==> src/ul_consts.svh <==
// Register offsets, field positions, reset values and sizes of the line status and modem control block
`ifndef UL_CONSTS_SVH
`define UL_CONSTS_SVH
`define UL_OFF_DATA     8'h00
`define UL_OFF_IER      8'h04
`define UL_OFF_FCR      8'h08
`define UL_OFF_LCR      8'h0c
`define UL_OFF_MCR      8'h10
`define UL_OFF_LSR      8'h14
`define UL_OFF_MSR      8'h18
`define UL_OFF_DIV      8'h1c
`define UL_IER_TX_REQ_INT_ENABLE    1
`define UL_FCR_FME      0
`define UL_FCR_RX_FIFO_RESET     1
`define UL_FCR_TFRT     2
`define UL_FCR_DME      3
`define UL_FCR_UME      4
`define UL_LCR_SBLS     2
`define UL_LCR_PARE     3
`define UL_LCR_PARM     4
`define UL_LCR_STPAR    5
`define UL_MCR_RTS      1
`define UL_MCR_LOOP     4
`define UL_MCR_MODEM_CTRL_ENABLE     7
`define UL_MCR_MASK     8'h92
`define UL_MSR_CTS      4
`define UL_IER_RST      8'h00
`define UL_LCR_RST      8'h03
`define UL_MCR_RST      8'h00
`define UL_DIV_RST      16'h00d9
`define UL_DEPTH        16
`define UL_DEPTH_W      5'h10
`define UL_TX_DATA_REQUEST_LEVEL   5'h08
`define UL_RESP_OKAY    2'h0
`define UL_RESP_SLVERR  2'h2
`endif

==> src/ul_pkg.sv <==
// Types shared by the line status and modem control block
package ul_pkg;
  typedef enum logic {UL_TX_IDLE, UL_TX_SHIFT} ul_tx_state_e;
  typedef enum logic [1:0] {UL_RX_IDLE, UL_RX_BUSY, UL_RX_BRKWAIT} ul_rx_state_e;
  typedef logic [11:0] ul_rx_entry_t;
endpackage
==> src/ul_line_status_modem.sv <==
// UART core with line status, modem control, loopback and an AXI4-Lite register slave
`timescale 1ns/1ns
`include "ul_consts.svh"
module ul_line_status_modem (
  input  wire logic        mclk,
  input  wire logic        srst,
  input  wire logic [7:0]  s_axi_awaddr,
  input  wire logic        s_axi_awvalid,
  output logic             s_axi_awready,
  input  wire logic [31:0] s_axi_wdata,
  input  wire logic [3:0]  s_axi_wstrb,
  input  wire logic        s_axi_wvalid,
  output logic             s_axi_wready,
  output logic [1:0]       s_axi_bresp,
  output logic             s_axi_bvalid,
  input  wire logic        s_axi_bready,
  input  wire logic [7:0]  s_axi_araddr,
  input  wire logic        s_axi_arvalid,
  output logic             s_axi_arready,
  output logic [31:0]      s_axi_rdata,
  output logic [1:0]       s_axi_rresp,
  output logic             s_axi_rvalid,
  input  wire logic        s_axi_rready,
  input  wire logic        rxd,
  input  wire logic        cts_n,
  output logic             txd,
  output logic             rts_n,
  output logic             tx_int,
  output logic             tx_dma_req
);
  logic [7:0]  int_enable_reg;
  logic [7:0]  line_ctrl;
  logic [7:0]  modem_control_reg;
  logic        fme;
  logic        dme;
  logic        ume;
  logic [15:0] div;
  logic [7:0]  aw_addr;
  logic [31:0] w_data;
  logic [3:0]  w_strb;
  logic [2:0]  rx_sync;
  logic [2:0]  cts_sync;
  logic        rx_pin;
  logic        cts_pin;

  // Pin inputs: a change counts once the last two stages agree
  always_ff @(posedge mclk) begin
    if (srst) begin
      rx_sync  <= 3'h7;
      cts_sync <= 3'h7;
      rx_pin   <= 1'b1;
      cts_pin  <= 1'b1;
    end else begin
      rx_sync  <= {rx_sync[1:0], rxd};
      cts_sync <= {cts_sync[1:0], cts_n};
      if (rx_sync[1] == rx_sync[2]) begin
        rx_pin <= rx_sync[2];
      end
      if (cts_sync[1] == cts_sync[2]) begin
        cts_pin <= cts_sync[2];
      end
    end
  end

  wire       loop     = modem_control_reg[`UL_MCR_LOOP];
  wire       modem_ctrl_enable     = modem_control_reg[`UL_MCR_MODEM_CTRL_ENABLE];
  wire       rts_bit  = modem_control_reg[`UL_MCR_RTS];
  wire       tx_req_int_enable    = int_enable_reg[`UL_IER_TX_REQ_INT_ENABLE];
  wire       pare     = line_ctrl[`UL_LCR_PARE];
  wire       parm     = line_ctrl[`UL_LCR_PARM];
  wire       stpar    = line_ctrl[`UL_LCR_STPAR];
  wire [3:0] nbits    = 4'h5 + {2'h0, line_ctrl[1:0]};
  wire [4:0] lim      = fme ? `UL_DEPTH_W : 5'h01;
  // Clear status follows the request bit in loopback, else the pin only while enabled
  wire       cts_stat = loop ? rts_bit : (modem_ctrl_enable & ~cts_pin);
  // Handshake holds off new characters only while modem function is on
  wire       cts_ok   = ~modem_ctrl_enable | cts_stat;

  // Bus write: address and data taken in either order, applied once both are held
  wire wr_fire = ~s_axi_awready & ~s_axi_wready & ~s_axi_bvalid;
  wire rd_fire = s_axi_arvalid & s_axi_arready;
  wire wr_lo   = wr_fire & w_strb[0];
  wire wr_data = wr_lo & (aw_addr == `UL_OFF_DATA);
  wire wr_fcr  = wr_lo & (aw_addr == `UL_OFF_FCR);
  wire rx_clr  = wr_fcr & w_data[`UL_FCR_RX_FIFO_RESET];
  wire tx_clr  = wr_fcr & w_data[`UL_FCR_TFRT];
  wire rd_data = rd_fire & (s_axi_araddr == `UL_OFF_DATA);
  wire lsr_rd  = rd_fire & (s_axi_araddr == `UL_OFF_LSR);
  wire wr_hit  = (aw_addr[1:0] == 2'h0) && (aw_addr <= `UL_OFF_DIV) && (aw_addr != `UL_OFF_LSR)
                 && (aw_addr != `UL_OFF_MSR);

  // Transmit holding storage
  logic [7:0]  tx_mem [`UL_DEPTH];
  logic [3:0]  tx_wp;
  logic [3:0]  tx_rp;
  logic [4:0]  tx_cnt;
  ul_pkg::ul_tx_state_e tx_state;
  logic [11:0] tx_shift;
  logic [3:0]  tx_left;
  logic [15:0] tx_tmr;
  logic [11:0] tx_frame;
  logic [7:0]  tx_head;

  wire tx_push  = wr_data & (tx_cnt < lim);
  wire tx_load  = ume & (tx_state == ul_pkg::UL_TX_IDLE) & (tx_cnt != 5'h00) & cts_ok;
  wire tx_tick  = (tx_state == ul_pkg::UL_TX_SHIFT) & (tx_tmr == 16'h0000);
  wire tx_line  = (tx_state == ul_pkg::UL_TX_SHIFT) ? tx_shift[0] : 1'b1;
  wire tx_pbit  = stpar ? ~parm : ((^(tx_head & ~(8'hff << nbits))) ^ ~parm);
  wire [3:0] tx_total = 4'h2 + nbits + {3'h0, pare} + {3'h0, line_ctrl[`UL_LCR_SBLS]};
  wire tx_idle  = (tx_cnt == 5'h00) & (tx_state == ul_pkg::UL_TX_IDLE);
  wire tx_data_request     = fme ? (tx_cnt <= `UL_TX_DATA_REQUEST_LEVEL) : (tx_cnt == 5'h00);

  assign tx_head = tx_mem[tx_rp];

  // Start bit, data, optional parity, then stop ones; 1.5 stop bits sent as two
  always_comb begin
    tx_frame = 12'hfff;
    tx_frame[0] = 1'b0;
    for (int j = 1; j < 12; j++) begin
      if (4'(j - 1) < nbits) begin
        tx_frame[j] = tx_head[j - 1];
      end else if ((4'(j - 1) == nbits) && pare) begin
        tx_frame[j] = tx_pbit;
      end
    end
  end

  always_ff @(posedge mclk) begin
    if (tx_push) begin
      // Latched copy: the master may change wdata once the channel has been taken
      tx_mem[tx_wp] <= w_data[7:0];
    end
  end

  always_ff @(posedge mclk) begin
    if (srst || tx_clr) begin
      tx_wp  <= 4'h0;
      tx_rp  <= 4'h0;
      tx_cnt <= 5'h00;
    end else begin
      tx_wp  <= tx_wp + {3'h0, tx_push};
      tx_rp  <= tx_rp + {3'h0, tx_load};
      tx_cnt <= tx_cnt + {4'h0, tx_push} - {4'h0, tx_load};
    end
  end

  always_ff @(posedge mclk) begin
    if (srst) begin
      tx_state <= ul_pkg::UL_TX_IDLE;
      tx_shift <= 12'hfff;
      tx_left  <= 4'h0;
      tx_tmr   <= 16'h0000;
    end else if (tx_load) begin
      tx_state <= ul_pkg::UL_TX_SHIFT;
      tx_shift <= tx_frame;
      tx_left  <= tx_total;
      tx_tmr   <= div - 16'h0001;
    end else if (tx_tick) begin
      tx_shift <= {1'b1, tx_shift[11:1]};
      tx_left  <= tx_left - 4'h1;
      tx_tmr   <= div - 16'h0001;
      if (tx_left == 4'h1) begin
        tx_state <= ul_pkg::UL_TX_IDLE;
      end
    end else if (tx_state == ul_pkg::UL_TX_SHIFT) begin
      tx_tmr <= tx_tmr - 16'h0001;
    end
  end

  // Receiver, sampling mid-bit
  ul_pkg::ul_rx_state_e rx_state;
  logic [11:0] rx_bits;
  logic [3:0]  rx_idx;
  logic [15:0] rx_tmr;
  logic [7:0]  rx_dat;
  ul_pkg::ul_rx_entry_t rx_new;
  ul_pkg::ul_rx_entry_t rx_hold;
  logic        rx_hold_v;
  logic        ovr;

  wire       rx_in    = loop ? tx_line : rx_pin;
  wire [3:0] rx_total = 4'h2 + nbits + {3'h0, pare};
  wire       rx_tick  = (rx_state == ul_pkg::UL_RX_BUSY) & (rx_tmr == 16'h0000);
  wire       rx_done  = rx_tick & (rx_idx == rx_total - 4'h1);
  wire [3:0] pidx     = nbits + 4'h1;
  wire       rx_pbit  = rx_bits[pidx];
  // Whole character low, stop included, is a break
  wire       rx_brk   = ~rx_in & (rx_bits == 12'h000);
  wire       rx_frm   = ~rx_in;
  wire       rx_par   = pare & (stpar ? (rx_pbit == parm) : ((^rx_dat ^ rx_pbit) == parm));

  always_comb begin
    rx_dat = 8'h00;
    for (int i = 0; i < 8; i++) begin
      if (4'(i) < nbits) begin
        rx_dat[i] = rx_bits[i + 1];
      end
    end
    // A break is stored as one all-zero character
    if (rx_brk) begin
      rx_new = {4'b1100, 8'h00};
    end else begin
      rx_new = {rx_frm | rx_par, 1'b0, rx_frm, rx_par, rx_dat};
    end
  end

  always_ff @(posedge mclk) begin
    if (srst) begin
      rx_state <= ul_pkg::UL_RX_IDLE;
      rx_bits  <= 12'h000;
      rx_idx   <= 4'h0;
      rx_tmr   <= 16'h0000;
    end else begin
      unique case (rx_state)
        ul_pkg::UL_RX_IDLE: begin
          if (ume && !rx_in) begin
            rx_state <= ul_pkg::UL_RX_BUSY;
            rx_bits  <= 12'h000;
            rx_idx   <= 4'h0;
            rx_tmr   <= {1'b0, div[15:1]};
          end
        end
        ul_pkg::UL_RX_BUSY: begin
          if (rx_tick) begin
            rx_bits[rx_idx] <= rx_in;
            rx_idx <= rx_idx + 4'h1;
            rx_tmr <= div - 16'h0001;
            if (rx_idx == 4'h0 && rx_in) begin
              rx_state <= ul_pkg::UL_RX_IDLE;
            end else if (rx_done) begin
              // Wait for the line to rise so a long break yields one character
              rx_state <= rx_brk ? ul_pkg::UL_RX_BRKWAIT : ul_pkg::UL_RX_IDLE;
            end
          end else begin
            rx_tmr <= rx_tmr - 16'h0001;
          end
        end
        ul_pkg::UL_RX_BRKWAIT: begin
          if (rx_in) begin
            rx_state <= ul_pkg::UL_RX_IDLE;
          end
        end
        default: begin
          rx_state <= ul_pkg::UL_RX_IDLE;
        end
      endcase
    end
  end

  // Receive buffer: finished characters wait in the hold register until there is room
  ul_pkg::ul_rx_entry_t rx_mem [`UL_DEPTH];
  logic [3:0] rx_wp;
  logic [3:0] rx_rp;
  logic [4:0] rx_cnt;
  logic [4:0] err_cnt;

  wire rx_hv     = rx_cnt != 5'h00;
  wire hold_move = rx_hold_v & (rx_cnt < lim);
  wire rx_pop    = rd_data & rx_hv;
  wire ovr_set   = rx_done & rx_hold_v & ~hold_move;
  ul_pkg::ul_rx_entry_t rx_head;
  assign rx_head = rx_mem[rx_rp];

  always_ff @(posedge mclk) begin
    // Status read clears the head flags; a push into the same slot is written after and wins
    if (lsr_rd && rx_hv) begin
      rx_mem[rx_rp][10:8] <= 3'h0;
    end
    if (hold_move) begin
      rx_mem[rx_wp] <= rx_hold;
    end
  end

  always_ff @(posedge mclk) begin
    if (srst || rx_clr) begin
      rx_wp     <= 4'h0;
      rx_rp     <= 4'h0;
      rx_cnt    <= 5'h00;
      err_cnt   <= 5'h00;
      rx_hold_v <= 1'b0;
      rx_hold   <= 12'h000;
    end else begin
      rx_wp   <= rx_wp + {3'h0, hold_move};
      rx_rp   <= rx_rp + {3'h0, rx_pop};
      rx_cnt  <= rx_cnt + {4'h0, hold_move} - {4'h0, rx_pop};
      err_cnt <= err_cnt + {4'h0, hold_move & rx_hold[11]} - {4'h0, rx_pop & rx_head[11]};
      if (rx_done && (!rx_hold_v || hold_move)) begin
        rx_hold   <= rx_new;
        rx_hold_v <= 1'b1;
      end else if (hold_move) begin
        rx_hold_v <= 1'b0;
      end
    end
  end

  // Overrun: the new character is dropped; a set in the clearing cycle wins
  always_ff @(posedge mclk) begin
    if (srst) begin
      ovr <= 1'b0;
    end else if (ovr_set) begin
      ovr <= 1'b1;
    end else if (lsr_rd) begin
      ovr <= 1'b0;
    end
  end

  // Flags follow the head character, which is the next one software reads
  wire [7:0] line_status_reg = {fme & ((err_cnt != 5'h00) | ovr), tx_idle, tx_data_request,
                                rx_hv & rx_head[10], rx_hv & rx_head[9], rx_hv & rx_head[8],
                                ovr, rx_hv};
  wire [7:0] modem_status_reg = {3'h0, cts_stat, 4'h0};
  wire [7:0] fifo_control_reg = {3'h0, ume, dme, 2'h0, fme};

  logic [31:0] rd_val;
  logic        rd_ok;
  always_comb begin
    rd_val = 32'h0000_0000;
    rd_ok  = 1'b1;
    unique case (s_axi_araddr)
      `UL_OFF_DATA: rd_val[7:0] = rx_head[7:0];
      `UL_OFF_IER:  rd_val[7:0] = int_enable_reg;
      `UL_OFF_FCR:  rd_val[7:0] = fifo_control_reg;
      `UL_OFF_LCR:  rd_val[7:0] = line_ctrl;
      `UL_OFF_MCR:  rd_val[7:0] = modem_control_reg;
      `UL_OFF_LSR:  rd_val[7:0] = line_status_reg;
      `UL_OFF_MSR:  rd_val[7:0] = modem_status_reg;
      `UL_OFF_DIV:  rd_val[15:0] = div;
      default:      rd_ok = 1'b0;
    endcase
  end

  // Bus channel handshakes
  always_ff @(posedge mclk) begin
    if (srst) begin
      s_axi_awready <= 1'b1;
      s_axi_wready  <= 1'b1;
      s_axi_bvalid  <= 1'b0;
      s_axi_bresp   <= `UL_RESP_OKAY;
      s_axi_arready <= 1'b1;
      s_axi_rvalid  <= 1'b0;
      s_axi_rdata   <= 32'h0000_0000;
      s_axi_rresp   <= `UL_RESP_OKAY;
      aw_addr       <= 8'h00;
      w_data        <= 32'h0000_0000;
      w_strb        <= 4'h0;
    end else begin
      if (s_axi_awvalid && s_axi_awready) begin
        s_axi_awready <= 1'b0;
        aw_addr       <= s_axi_awaddr;
      end
      if (s_axi_wvalid && s_axi_wready) begin
        s_axi_wready <= 1'b0;
        w_data       <= s_axi_wdata;
        w_strb       <= s_axi_wstrb;
      end
      if (wr_fire) begin
        s_axi_bvalid <= 1'b1;
        s_axi_bresp  <= wr_hit ? `UL_RESP_OKAY : `UL_RESP_SLVERR;
      end
      if (s_axi_bvalid && s_axi_bready) begin
        s_axi_bvalid  <= 1'b0;
        s_axi_awready <= 1'b1;
        s_axi_wready  <= 1'b1;
      end
      if (rd_fire) begin
        s_axi_arready <= 1'b0;
        s_axi_rvalid  <= 1'b1;
        s_axi_rdata   <= rd_val;
        s_axi_rresp   <= rd_ok ? `UL_RESP_OKAY : `UL_RESP_SLVERR;
      end
      if (s_axi_rvalid && s_axi_rready) begin
        s_axi_rvalid  <= 1'b0;
        s_axi_arready <= 1'b1;
      end
    end
  end

  // Control registers; loopback should be set before the enable, nothing here enforces it
  always_ff @(posedge mclk) begin
    if (srst) begin
      int_enable_reg    <= `UL_IER_RST;
      line_ctrl         <= `UL_LCR_RST;
      modem_control_reg <= `UL_MCR_RST;
      fme               <= 1'b0;
      dme               <= 1'b0;
      ume               <= 1'b0;
      div               <= `UL_DIV_RST;
    end else begin
      if (wr_lo && aw_addr == `UL_OFF_IER) begin
        int_enable_reg <= w_data[7:0] & 8'h02;
      end
      if (wr_lo && aw_addr == `UL_OFF_LCR) begin
        line_ctrl <= w_data[7:0] & 8'h3f;
      end
      if (wr_lo && aw_addr == `UL_OFF_MCR) begin
        modem_control_reg <= w_data[7:0] & `UL_MCR_MASK;
      end
      if (wr_fcr) begin
        fme <= w_data[`UL_FCR_FME];
        dme <= w_data[`UL_FCR_DME];
        ume <= w_data[`UL_FCR_UME];
      end
      if (wr_fire && aw_addr == `UL_OFF_DIV) begin
        if (w_strb[0]) begin
          div[7:0] <= w_data[7:0];
        end
        if (w_strb[1]) begin
          div[15:8] <= w_data[15:8];
        end
      end
    end
  end

  // Pins and requests
  always_ff @(posedge mclk) begin
    if (srst) begin
      txd        <= 1'b1;
      rts_n      <= 1'b1;
      tx_int     <= 1'b0;
      tx_dma_req <= 1'b0;
    end else begin
      txd        <= loop ? 1'b1 : tx_line;
      rts_n      <= loop ? 1'b1 : ~rts_bit;
      tx_int     <= tx_req_int_enable & tx_data_request;
      tx_dma_req <= dme & ~tx_req_int_enable & tx_data_request;
    end
  end
endmodule

==> config.mk <==
export PLATFORM = sky130hd
export DESIGN_NAME = ul_line_status_modem
export DESIGN_NICKNAME = d
export VERILOG_FILES = /design/src/ul_pkg.sv /design/src/ul_line_status_modem.sv
export VERILOG_INCLUDE_DIRS = /design/src
export SDC_FILE = /design/constraint.sdc
export NUM_CORES = 1
export LEC_CHECK = 0
export BUFFER_PORTS_ARGS = -buffer_cell sky130_fd_sc_hd__buf_2
export CORE_MARGIN = 2
export CORE_UTILIZATION = 60
export CTS_CLUSTER_SIZE = 16
export DETAILED_ROUTE_END_ITERATION = 6
export GPL_TIMING_DRIVEN = 0
export PLACE_DENSITY = 0.89
export REMOVE_ABC_BUFFERS = 1
export SYNTH_ARGS = -nofsm -noshare
export SYNTH_HDL_FRONTEND = slang
export SYNTH_SLANG_ARGS = --single-unit
==> constraint.sdc <==
create_clock -name mclk -period 5.8 [get_ports mclk]
set_input_delay 0.87 -clock mclk [delete_from_list [all_inputs] [get_ports mclk]]
set_output_delay 0.87 -clock mclk [all_outputs]
set_load 0.01 [all_outputs]
==> PnR_summary.wiki <==
{| class="wikitable"
! Metric !! Value
|-
| Cells after synthesis || 1909
|-
| Required time of the critical path || 6.34 ns
|-
| Worst slew slack as a fraction of its limit || 0.0630
|-
| Number of max-slew violations in the final report || 0
|-
| Die X || 201 um
|-
| DRC || 0
|-
| Share of post-route cells with drive strength above 1 || 0.143
|-
| DR WL/cell || 22.8 um
|-
| Type of element capturing the critical path || flip-flop
|-
| Initial antenna violation count || 4
|-
| Depth of the most critical reg-to-reg path || 9
|-
| Highest ir drop seen on vdd || 320 uV
|-
| Category of the critical setup timing path || flip-flop to flip-flop
|-
| Post-Synthesis Cell Area || 23400 um^2
|-
| Gr ovfl total || 0
|-
| Core area || 38600 um^2
|-
| Worst EP arrival || 4.68 ns
|-
| TritonCTS clock tree || built
|-
| Vias per cell || 6.40
|-
| Die footprint || 40600 um^2
|-
| Measured slew at the worst slew-check pin || 1.39 ns
|-
| Post-synthesis to final-layout area growth || 10.7%
|-
| Largest register FFs || 192
|-
| Final net count || 2061
|-
| Via count of the first global-routing pass || 15700
|-
| RSZ-0062 raised after global routing || false
|-
| Min Clock Period, post-route || 4.14 ns
|-
| First-pass GRT wire length || 87.6 mm
|-
| Result of the run || completed
|-
| CTS sink count || 522
|-
| Hold Crit Class || flip-flop to flip-flop
|-
| Antenna-violating nets left || 0
|-
| Port Buffers || 69
|-
| Wire length after detailed routing || 57.1 mm
|-
| Cts-stage hold buffer count || 0
|-
| Top flop regs || rx_mem: 192 flops, tx_mem: 128 flops
|-
| Power Dens Cells || 293 nW/um^2
|-
| Count leader, synth || sky130_fd_sc_hd__edfxtp_1
|-
| Post-CTS setup buffer count || 0
|-
| Total of warnings raised by yosys || 0
|-
| Final estimated routing congestion in global placement || 0.918
|-
| Share of the clock period used by the worst path after layout || 0.713
|-
| Reported leakage power || 9.01 nW
|-
| Most frequent cells after synthesis || sky130_fd_sc_hd__edfxtp_1, sky130_fd_sc_hd__dfxtp_1, sky130_fd_sc_hd__nor2_1
|-
| Count of cells along the worst hold path || 1
|-
| Number of setup violations in the final report || 0
|-
| Maximum number of pins on one net before global-route repair || 82
|-
| Filler cell count in the final layout || 2633
|-
| Mean instance size in the synthesized netlist || 12.3 um^2
|-
| Starting Density || 0.607
|-
| Flip-flop and latch count after synthesis || 522
|-
| Post-route setup TNS || 0 ns
|-
| Insertion delay to the later sink of the worst-skew pair || 0.63 ns
|-
| Clock-pin slew reported for the worst setup and hold paths after clock tree synthesis || 0.07 ns
|-
| CTS H-tree lvls || 2
|-
| Vias post-DR || 16000
|-
| Most common flop cell mapped by yosys || sky130_fd_sc_hd__edfxtp_1
|-
| Synth area leader || sky130_fd_sc_hd__edfxtp_1
|-
| Max capacitance violation total || 0
|-
| Total Routing Usage GR || 0.279
|-
| Drt first-iter violations || 1951
|-
| Register containing the most flip-flops in the final layout || rx_mem
|-
| Pwr Total || 0.00759 W
|-
| # rows || 72
|-
| Clock tree root buffer cell || sky130_fd_sc_hd__clkbuf_16
|-
| Post-CTS sizing || 0
|-
| 1st-pass router iterations || 6
|-
| Sequential fraction of the synthesis area || 0.584
|-
| Highest achievable clock rate || 0.242 GHz
|-
| Largest cells by area after synthesis || sky130_fd_sc_hd__edfxtp_1, sky130_fd_sc_hd__dfxtp_1, sky130_fd_sc_hd__mux4_2, sky130_fd_sc_hd__ha_1, sky130_fd_sc_hd__nor2_1
|-
| Number of enable flip-flop cells after synthesis || 320
|-
| Synth top area share || 0.411
|-
| Post-DP HPWL || 37.0 mm
|-
| Yosys cell types || 80
|-
| Setup slack of the critical path after layout || 1.66 ns
|-
| Clock buffer depth || 3
|-
| Fraction of registers with async set/reset || 0
|-
| Count of final hold-check violations || 0
|-
| TritonCTS Buffers || 51
|-
| Die Y-Extent || 201 um
|-
| Critical path launch point type || flip-flop
|-
| I/O pin total || 106
|-
| Max FO, Critical Path || 26
|-
| Minimum setup slack after placement || 1.33 ns
|-
| Skew final || 0.0358 ns
|}
[path summary, 6_finish.rpt]
kind | startpoint | endpoint | slack, ns
min reg2reg | rx_sync[0] | rx_sync[1] | 0.41
min | rx_sync[0] | rx_sync[1] | 0.41
max reg2reg | tx_cnt[4] | tx_tmr[5] | 1.66
max | tx_cnt[4] | tx_tmr[5] | 1.66
[layout make-up]
| class | count | area [um^2] | area share |
|---|---|---|---|
| clock inverters | 23 | 305 | 0.0118 |
| clock buffers | 73 | 1500 | 0.0578 |
| flip-flops and latches | 522 | 13700 | 0.528 |
| well taps | 518 | 648 | 0.0250 |
| multi-input cells | 1220 | 9030 | 0.349 |
| inverters | 66 | 248 | 0.00957 |
| repair buffers | 78 | 499 | 0.0193 |
| diodes | 2 | 5.00 | 0.000193 |
[layout by cell type (no fill, tap or decap), types with 19 or more instances in the layout]
cell,count
sky130_fd_sc_hd__mux2i_1,55
sky130_fd_sc_hd__a211oi_1,19
sky130_fd_sc_hd__edfxtp_1,320
sky130_fd_sc_hd__buf_2,68
sky130_fd_sc_hd__dfxtp_1,198
sky130_fd_sc_hd__xnor2_1,31
sky130_fd_sc_hd__mux4_2,87
sky130_fd_sc_hd__o21ai_0,47
sky130_fd_sc_hd__and2_1,65
sky130_fd_sc_hd__nand2_1,160
sky130_fd_sc_hd__nand3_1,64
sky130_fd_sc_hd__clkbuf_16,54
sky130_fd_sc_hd__a21oi_1,112
sky130_fd_sc_hd__xor2_1,25
sky130_fd_sc_hd__ha_1,58
sky130_fd_sc_hd__nor2_1,186
sky130_fd_sc_hd__nand2b_1,19
sky130_fd_sc_hd__nor3_1,34
sky130_fd_sc_hd__inv_1,64
[metal layers]
layer	GRT usage	share of wire	routed length, um	vias up
met4	0.151	0.054	3110	4
li1	-	-	-	7064
met2	0.480	0.51	28800	871
met5	0	0.00028	16	-
met1	0.335	0.36	20700	7859
met3	0.0496	0.078	4430	226
[stage by stage]
step                hold WS [ns]  instances  area, um^2  utilization
floorplan                  0.389       1808       22900            -
CTS                        0.416       2500       25900        0.671
finish                     0.414       2502       25900        0.672
global placement           0.396       2395       23900        0.619
detailed placement         0.398       2404       24100        0.624
global route               0.424       2500       25900        0.671
[worst max-delay path: stages, from the launching register on]
cell	delay [ns]
sky130_fd_sc_hd__dfxtp_1	0.33
sky130_fd_sc_hd__nor3_1	0.30
sky130_fd_sc_hd__nand2_1	0.19
sky130_fd_sc_hd__nand3_1	0.79
sky130_fd_sc_hd__inv_1	0.61
sky130_fd_sc_hd__nor2_1	1.14
sky130_fd_sc_hd__nand2_1	0.19
sky130_fd_sc_hd__nor4_1	0.22
sky130_fd_sc_hd__o21ai_0	0.10
sky130_fd_sc_hd__a21oi_1	0.17
[cells by family after synthesis]
| logic type | count (synthesis) | synth area share |
|---|---|---|
| AND/OR/NAND/NOR | 634 | 0.130 |
| flip-flops | 522 | 0.584 |
| AO/OA/AOI/OAI | 294 | 0.0792 |
| buffers and inverters | 184 | 0.0347 |
| multiplexers | 154 | 0.115 |
| adder cells (fa/ha/maj) | 61 | 0.0336 |
| XOR/XNOR | 59 | 0.0239 |
| other | 1 | 0.000160 |
[report_power, final]
group,internal [W],leakage (nW),switching (W)
combinational,0.0000402,3.57,0.0000836
clock,0.00204,0.884,0.00146
sequential,0.00393,4.55,0.0000377
total,0.00601,9.01,0.00158
Note: power is estimated with default switching activity, not from simulation.
